--- src/rtl/fwd_pkg.sv ---
// Package with register map, unlock keys and timing constants of the watchdog
package fwd_pkg;
	localparam logic [3:0] FWD_CTRL_OFS = 4'h0;
	localparam logic [3:0] FWD_MODE_OFS = 4'h4;
	localparam logic [3:0] FWD_STAT_OFS = 4'h8;
	localparam logic [1:0] FWD_MODE_RESET = 2'h2;
	localparam logic [7:0] FWD_UNLOCK_FIRST = 8'h5A;
	localparam logic [7:0] FWD_UNLOCK_SECOND = 8'hA5;
	localparam int FWD_DIV = 128;
	localparam int FWD_CNT_W = 18;
	localparam logic [FWD_CNT_W-1:0] FWD_PER_0 = 18'h01000;
	localparam logic [FWD_CNT_W-1:0] FWD_PER_1 = 18'h04000;
	localparam logic [FWD_CNT_W-1:0] FWD_PER_2 = 18'h10000;
	localparam logic [FWD_CNT_W-1:0] FWD_PER_3 = 18'h3FFFF;
	localparam logic [1:0] FWD_RESP_OKAY = 2'h0;
	localparam logic [1:0] FWD_RESP_SLVERR = 2'h2;
	typedef enum logic [1:0] {FWD_RUN, FWD_INIT, FWD_ARMED, FWD_RESET} fwd_state_e;
endpackage

--- src/rtl/fwd_watchdog.sv ---
// Free-running watchdog with unlock-pair restart and AXI4-Lite registers
//
// Decided for this implementation: the AXI4-Lite register port.
`timescale 1ns/1ps
module fwd_watchdog
	import fwd_pkg::*;
#(
	// Slow rising edges to the first counter tick; the seven-bit divider wraps, so later ticks come every 128, at most 128
	parameter int DIV_RATIO = FWD_DIV
)
(
	input wire logic clk_in,
	input wire logic sys_rst_in,
	input wire logic low_speed_clock_in,
	input wire logic stop_mode_in,
	input wire logic halt_mode_in,
	input wire logic build_enable_option_in,
	input wire logic halt_stop_option_a_in,
	input wire logic halt_stop_option_b_in,
	input wire logic [11:0] s_axi_awaddr,
	input wire logic s_axi_awvalid,
	output logic s_axi_awready,
	input wire logic [31:0] s_axi_wdata,
	input wire logic [3:0] s_axi_wstrb,
	input wire logic s_axi_wvalid,
	output logic s_axi_wready,
	output logic [1:0] s_axi_bresp,
	output logic s_axi_bvalid,
	input wire logic s_axi_bready,
	input wire logic [11:0] s_axi_araddr,
	input wire logic s_axi_arvalid,
	output logic s_axi_arready,
	output logic [31:0] s_axi_rdata,
	output logic [1:0] s_axi_rresp,
	output logic s_axi_rvalid,
	input wire logic s_axi_rready,
	output logic first_overflow_irq_out,
	output logic halt_wake_out,
	output logic watchdog_reset_out
);
	typedef struct packed {
		logic [2:0] lsc_sync;
		logic lsc_level;
		logic [6:0] div_cnt;
		logic [FWD_CNT_W-1:0] count;
		logic unlock_sequence_pointer;
		// Set only by the correct first half at pointer 0
		logic first_ok;
		logic [1:0] overflow_period_select;
		fwd_state_e state;
		logic halt_prev;
		logic aw_held;
		logic [11:0] aw_addr;
		logic w_held;
		logic [31:0] w_data;
		logic [3:0] w_strb;
		logic awready;
		logic wready;
		logic bvalid;
		logic [1:0] bresp;
		logic arready;
		logic rvalid;
		logic [31:0] rdata;
		logic [1:0] rresp;
		logic irq;
		logic wake;
		logic wdt_rst;
	} fwd_state_s;

	fwd_state_s st_reg;
	fwd_state_s st_next;

	// Period field to terminal count
	function automatic logic [FWD_CNT_W-1:0] fwd_limit(input logic [1:0] sel);
		logic [FWD_CNT_W-1:0] lim;
		lim = FWD_PER_3;
		case (sel)
			2'h0: lim = FWD_PER_0 - 18'h00001;
			2'h1: lim = FWD_PER_1 - 18'h00001;
			2'h2: lim = FWD_PER_2 - 18'h00001;
			default: lim = FWD_PER_3;
		endcase
		return lim;
	endfunction

	// Counts in units of the divided tick, so limit is terminal count over 128
	function automatic logic [FWD_CNT_W-1:0] fwd_tick_limit(input logic [1:0] sel);
		logic [FWD_CNT_W-1:0] full;
		full = fwd_limit(sel);
		return {7'h00, full[FWD_CNT_W-1:7]};
	endfunction

	// Word decode shared by the write path's three targets
	function automatic logic fwd_hit(input logic [11:0] addr, input logic [3:0] ofs);
		return (addr[3:0] == ofs) && (addr[11:4] == 8'h00);
	endfunction

	logic lsc_rise;
	logic lsc_fall;
	logic divided_count_tick;
	logic stopped;
	logic halt_stop;
	logic wr_go;
	logic rd_go;
	logic ctrl_wr;
	logic [7:0] wbyte;
	logic [11:0] aw_eff;
	logic [31:0] w_eff;
	logic [3:0] s_eff;

	always_comb
	begin
		st_next = st_reg;
		// Third stage compared with second; first stage feeds only second
		st_next.lsc_sync = {st_reg.lsc_sync[1:0], low_speed_clock_in};
		lsc_rise = st_reg.lsc_sync[1] && st_reg.lsc_sync[2] && !st_reg.lsc_level;
		lsc_fall = !st_reg.lsc_sync[1] && !st_reg.lsc_sync[2] && st_reg.lsc_level;
		if (lsc_rise || lsc_fall)
		begin
			st_next.lsc_level = st_reg.lsc_sync[2];
		end
		halt_stop = !halt_stop_option_a_in && halt_stop_option_b_in && halt_mode_in;
		// No register bit can reach this; only pins and options stop it
		stopped = !build_enable_option_in || stop_mode_in || halt_stop;
		divided_count_tick = 1'b0;
		if (lsc_rise && !stopped)
		begin
			st_next.div_cnt = st_reg.div_cnt + 7'h01;
			divided_count_tick = (st_reg.div_cnt == 7'(DIV_RATIO - 1));
		end
		st_next.halt_prev = halt_stop;
		if (halt_stop && !st_reg.halt_prev)
		begin
			st_next.count = '0;
			st_next.div_cnt = 7'h00;
		end

		// AXI write side: address and data accepted in either order
		st_next.awready = 1'b0;
		st_next.wready = 1'b0;
		st_next.arready = 1'b0;
		if (s_axi_awvalid && st_reg.awready)
		begin
			st_next.aw_held = 1'b1;
			st_next.aw_addr = s_axi_awaddr;
		end
		if (s_axi_wvalid && st_reg.wready)
		begin
			st_next.w_held = 1'b1;
			st_next.w_data = s_axi_wdata;
			st_next.w_strb = s_axi_wstrb;
		end
		aw_eff = st_reg.aw_held ? st_reg.aw_addr : s_axi_awaddr;
		w_eff = st_reg.w_held ? st_reg.w_data : s_axi_wdata;
		s_eff = st_reg.w_held ? st_reg.w_strb : s_axi_wstrb;
		wr_go = (st_reg.aw_held || (s_axi_awvalid && st_reg.awready))
			&& (st_reg.w_held || (s_axi_wvalid && st_reg.wready)) && !st_reg.bvalid;
		if (!st_reg.aw_held && !st_reg.awready && s_axi_awvalid && !st_reg.bvalid)
		begin
			st_next.awready = 1'b1;
		end
		if (!st_reg.w_held && !st_reg.wready && s_axi_wvalid && !st_reg.bvalid)
		begin
			st_next.wready = 1'b1;
		end
		ctrl_wr = 1'b0;
		wbyte = w_eff[7:0];
		if (wr_go)
		begin
			st_next.aw_held = 1'b0;
			st_next.w_held = 1'b0;
			st_next.awready = 1'b0;
			st_next.wready = 1'b0;
			st_next.bvalid = 1'b1;
			st_next.bresp = FWD_RESP_OKAY;
			if (fwd_hit(aw_eff, FWD_CTRL_OFS))
			begin
				ctrl_wr = s_eff[0];
			end
			else if (fwd_hit(aw_eff, FWD_MODE_OFS))
			begin
				if (s_eff[0])
				begin
					st_next.overflow_period_select = w_eff[1:0];
				end
			end
			else if (!fwd_hit(aw_eff, FWD_STAT_OFS))
			begin
				st_next.bresp = FWD_RESP_SLVERR;
			end
		end
		if (st_reg.bvalid && s_axi_bready)
		begin
			st_next.bvalid = 1'b0;
		end

		// Unlock sequence; writes dropped while init window holds
		if (ctrl_wr && st_reg.state != FWD_INIT)
		begin
			st_next.unlock_sequence_pointer = !st_reg.unlock_sequence_pointer;
			if (!st_reg.unlock_sequence_pointer)
			begin
				// Remember the first half; a stray value spoils the pair
				st_next.first_ok = (wbyte == FWD_UNLOCK_FIRST);
			end
			else
			begin
				st_next.first_ok = 1'b0;
				// Both halves needed in succession, else a lone second half would clear
				if (st_reg.first_ok && wbyte == FWD_UNLOCK_SECOND)
				begin
					st_next.count = '0;
					st_next.div_cnt = 7'h00;
					if (st_reg.state == FWD_ARMED)
					begin
						st_next.state = FWD_RUN;
					end
				end
			end
		end

		// Counter and overflow state machine
		st_next.wake = 1'b0;
		case (st_reg.state)
			FWD_RUN, FWD_ARMED:
			begin
				if (divided_count_tick)
				begin
					if (st_reg.count >= fwd_tick_limit(st_reg.overflow_period_select))
					begin
						st_next.count = '0;
						st_next.unlock_sequence_pointer = 1'b0;
						st_next.first_ok = 1'b0;
						if (st_reg.state == FWD_RUN)
						begin
							st_next.state = FWD_INIT;
							st_next.irq = 1'b1;
							st_next.wake = halt_mode_in;
						end
						else
						begin
							st_next.state = FWD_RESET;
							st_next.wdt_rst = 1'b1;
						end
					end
					else
					begin
						st_next.count = st_reg.count + 18'h00001;
					end
				end
			end
			FWD_INIT:
			begin
				st_next.irq = 1'b0;
				st_next.count = '0;
				st_next.unlock_sequence_pointer = 1'b0;
				st_next.first_ok = 1'b0;
				// Half slow period ends on the next slow falling edge
				if (lsc_fall)
				begin
					st_next.state = FWD_ARMED;
				end
			end
			FWD_RESET:
			begin
				st_next.wdt_rst = 1'b1;
			end
			default:
			begin
				st_next.state = FWD_RUN;
			end
		endcase

		// AXI read side
		rd_go = s_axi_arvalid && st_reg.arready;
		if (s_axi_arvalid && !st_reg.arready && !st_reg.rvalid)
		begin
			st_next.arready = 1'b1;
		end
		if (rd_go)
		begin
			st_next.rvalid = 1'b1;
			st_next.rresp = FWD_RESP_OKAY;
			st_next.rdata = 32'h00000000;
			if (s_axi_araddr[11:4] != 8'h00)
			begin
				st_next.rresp = FWD_RESP_SLVERR;
			end
			else if (s_axi_araddr[3:0] == FWD_CTRL_OFS)
			begin
				st_next.rdata = {31'h00000000, st_reg.unlock_sequence_pointer};
			end
			else if (s_axi_araddr[3:0] == FWD_MODE_OFS)
			begin
				st_next.rdata = {30'h00000000, st_reg.overflow_period_select};
			end
			else if (s_axi_araddr[3:0] == FWD_STAT_OFS)
			begin
				st_next.rdata = {30'h00000000, st_reg.state == FWD_ARMED, stopped};
			end
			else
			begin
				st_next.rresp = FWD_RESP_SLVERR;
			end
		end
		if (st_reg.rvalid && s_axi_rready)
		begin
			st_next.rvalid = 1'b0;
		end
		// Disabled unit holds counter, divider, state and the irq, wake and reset outputs idle so a late enable starts clean
		if (!build_enable_option_in)
		begin
			st_next.irq = 1'b0;
			st_next.wake = 1'b0;
			st_next.wdt_rst = 1'b0;
			st_next.state = FWD_RUN;
			st_next.count = '0;
			st_next.div_cnt = 7'h00;
		end
	end

	always_ff @(posedge clk_in or posedge sys_rst_in)
	begin
		if (sys_rst_in)
		begin
			st_reg <= '0;
			st_reg.state <= FWD_RUN;
			st_reg.overflow_period_select <= FWD_MODE_RESET;
		end
		else
		begin
			st_reg <= st_next;
		end
	end

	assign s_axi_awready = st_reg.awready;
	assign s_axi_wready = st_reg.wready;
	assign s_axi_bvalid = st_reg.bvalid;
	assign s_axi_bresp = st_reg.bresp;
	assign s_axi_arready = st_reg.arready;
	assign s_axi_rvalid = st_reg.rvalid;
	assign s_axi_rdata = st_reg.rdata;
	assign s_axi_rresp = st_reg.rresp;
	assign first_overflow_irq_out = st_reg.irq;
	assign halt_wake_out = st_reg.wake;
	assign watchdog_reset_out = st_reg.wdt_rst;
endmodule

--- config.mk ---
export PLATFORM = sky130hd
export DESIGN_NAME = fwd_watchdog
export DESIGN_NICKNAME = d
export VERILOG_FILES = /design/src/rtl/fwd_pkg.sv /design/src/rtl/fwd_watchdog.sv
export SDC_FILE = /design/constraint.sdc
export NUM_CORES = 1
export LEC_CHECK = 0
export CAP_MARGIN = 5
export CORE_ASPECT_RATIO = 0.75
export CORE_MARGIN = 1.5
export CORE_UTILIZATION = 55
export DETAILED_ROUTE_END_ITERATION = 10
export DONT_BUFFER_PORTS = 1
export GPL_ROUTABILITY_DRIVEN = 0
export HOLD_SLACK_MARGIN = 0.02
export PLACE_DENSITY = 0.7
export SLEW_MARGIN = 20
export SYNTH_ARGS = -nofsm -noshare
export SYNTH_HDL_FRONTEND = slang
export SYNTH_SLANG_ARGS = --single-unit
--- constraint.sdc ---
create_clock -name clk_in -period 7.4 [get_ports clk_in]
set_input_delay 2.22 -clock clk_in [delete_from_list [all_inputs] [get_ports clk_in]]
set_output_delay 2.22 -clock clk_in [all_outputs]
set_load 0.05 [all_outputs]
==> metrics <==
element type at the critical path start=primary input; via count=2,623; yosys warns=0; Total Power=1.040 mW; Inserted Clock Buffers=9; Die H=75.38 um; mapped cell area=3841 um2; initial antenna violation count=1; final hold vios=0; WL final=6981 um; flop2flop setup slack=4.91 ns; Worst-Skew Late Latency=0.34 ns; gr usage total=0.2077; IO Pins=117; CTS root buf=clkbuf_8; Synth cell types=63; fmax=0.2727 GHz; CP cell instances=and3b_1 -> nor4_4 -> and3_1 -> o21ai_1 -> a311oi_1; first-pass GRT wire length=11,990 um; largest family of logic cells by synthesized area=simple AND/OR/NAND/NOR gates; post-CTS setup buffers=0; # fillers=602; max reg flops=57; CP arrival=3.90 ns; fraction of the mapped netlist area in compound gates=0.1036; Slew @ Worst Pin=0.8708 ns; H-tree depth=3; Initial Utilization=0.5650; Antenna Violating Nets Remaining=0; clock skew=0.01351 ns; CP endpoint=st_reg[110]; layout cell share with drive strength beyond 1=0.1662; # port buffers=0; Synth Area in XOR/XNOR=0.01368; Slew HR=0.4194; Clock Sinks=71; setup_tns=0 ns; worst r2r dst=st_reg[103]; VDD IR max=0.1761 mV; Area Overhead vs Synth=2.215%; Post-route DRC=0; Clock Path Buffers=2; fin crit share=0.4955; adder-cell share of the synthesized area=0.01954; pwr/cell area=264.8 nW/um2; max incr delay on CP=0.58 ns; multiplexer area fraction after synthesis=0.08143; fin crit period=3.667 ns; critical-path maximum fanout=9; RSZ-0062 raised after global routing=false; ys async rst share=1.000; crit path launch=halt_mode_in; core area=6799 um2; Final setup violation count=0; Top FF cell, synth=dfrtp_1; Syn Inst Count=369; DR iter-0 viols=75; R2R cell count=7; simple-gate portion of the synthesized area=0.2225; die width=99.50 um; Crit Path Class=primary input to register; FF+latch count, synth=71; clk slew on worst S/H paths=0.07 ns; Synth Area per Inst=10.41 um2; largest net degree at the start of global routing=72; Hold-fix buffers, CTS=0; min-delay worst type=register to register; CTS tree=built; vias in the first global route=2,634; CP required=7.63 ns; grt ovf=0; number of synthesized flops with an enable pin=0; Pleak=1.752 nW; number of max-cap violations=0; drt via density=5.727; CP max stage cell=nor4_4; dpl hpwl=5186 um; final slew viol count=0; die area=7500 um2; status=completed; worst r2r src=st_reg[98]; nature of the critical path endpoint=register; Pre-Repair DR Iteration Count=4; num rows=26; WL/cell=15.24 um; # resized after CTS=0; sequential-to-total area share from yosys stat=0.4629; final layout net count=447
[cells by family (layout without fill, tap and decap cells)]
kind of cell / Yosys count / after routing
compound gates: 50 / 50
xor+xnor: 6 / 6
fa+ha+maj: 6 / 6
buf+inv: 52 / 25
flops: 71 / 71
mux: 28 / 28
other cells: 1 / 33
simple gates: 155 / 155
[per-stage QoR]
stage | area, um2 | utilization | setup slack [ns] | instances | hold slack (ns)
2_1_floorplan | 3958 | - | 3.385 | 400 | 0.3312
3_3_place_gp | 3734 | 0.5491 | 3.432 | 441 | 0.3355
3_5_place_dp | 3734 | 0.5491 | 3.390 | 441 | 0.3347
4_1_cts | 3924 | 0.5771 | 3.738 | 457 | 0.3517
5_1_grt | 3926 | 0.5775 | 3.607 | 458 | 0.3629
6_report | 3926 | 0.5775 | 3.733 | 458 | 0.3504
[layer usage]
| metal | routed length (um) | track usage | part of all wire |
|---|---|---|---|
| met2 | 3121 | 0.3318 | 0.45 |
| met4 | 113 | 0.09077 | 0.016 |
| met5 | 0 | 0 | 0 |
| met3 | 452 | 0.06055 | 0.065 |
| met1 | 3293 | 0.2706 | 0.47 |
[where the power goes]
part / switching (mW) / internal [mW] / leakage, nW
sequential: 0.0949 / 0.461 / 0.917
clock: 0.142 / 0.154 / 0.0883
combinational: 0.0997 / 0.0876 / 0.747
[cell usage in the layout (no fill, tap or decap), types with 6 or more instances in the layout]
cell      count
a21oi_1      13
and2_1        6
clkbuf_8      9
conb_1       32
dfrtp_1      70
ha_1          6
mux2_2       22
nand2_1      32
nand3_1      12
nor2_1       40
nor3_1        8
nor4_1        9
[layout make-up]
class                   instances  area [um2]  share of cell area
diodes                          1       2.502           0.0006373
clock buffers                  10       127.6             0.03250
clock inverters                 6       62.56             0.01593
inverters                       8       30.03            0.007648
multi-input cells             277        1813              0.4618
flip-flops and latches         71        1778              0.4528
well taps                      84       105.1             0.02677
repair buffers                  1       7.507            0.001912
[Yosys cell counts, types with 6 or more instances]
master / number / share of area
buf_4: 36 / 0.070
a21oi_1: 13 / 0.017
inv_1: 6 / 0.0059
dfrtp_1: 70 / 0.46
and2_1: 6 / 0.0098
nor4_1: 9 / 0.015
nor2_1: 40 / 0.039
nand2_1: 32 / 0.031
nand3_1: 12 / 0.016
ha_1: 6 / 0.020
nor3_1: 8 / 0.010
mux2_2: 22 / 0.064
[critical path: cells and delay by family]
| family | cells | cell delay, ns |
|---|---|---|
| and+or+nand+nor | 3 | 1.26 |
| AOI/OAI and AO/OA | 2 | 0.41 |
[worst min path at each step]
stage | from | endpoint | slack, ns | cells past startpoint
2_1_floorplan | st_next[128] | st_next[129] | 0.33 | 0
3_3_place_gp | st_next[128] | st_next[129] | 0.34 | 0
3_5_place_dp | st_next[128] | st_next[129] | 0.33 | 0
4_1_cts | st_next[128] | st_next[129] | 0.35 | 0
5_1_grt | st_next[128] | st_next[129] | 0.36 | 0
6_report | st_next[128] | st_next[129] | 0.35 | 0
Note: power is estimated with default switching activity, not from simulation.
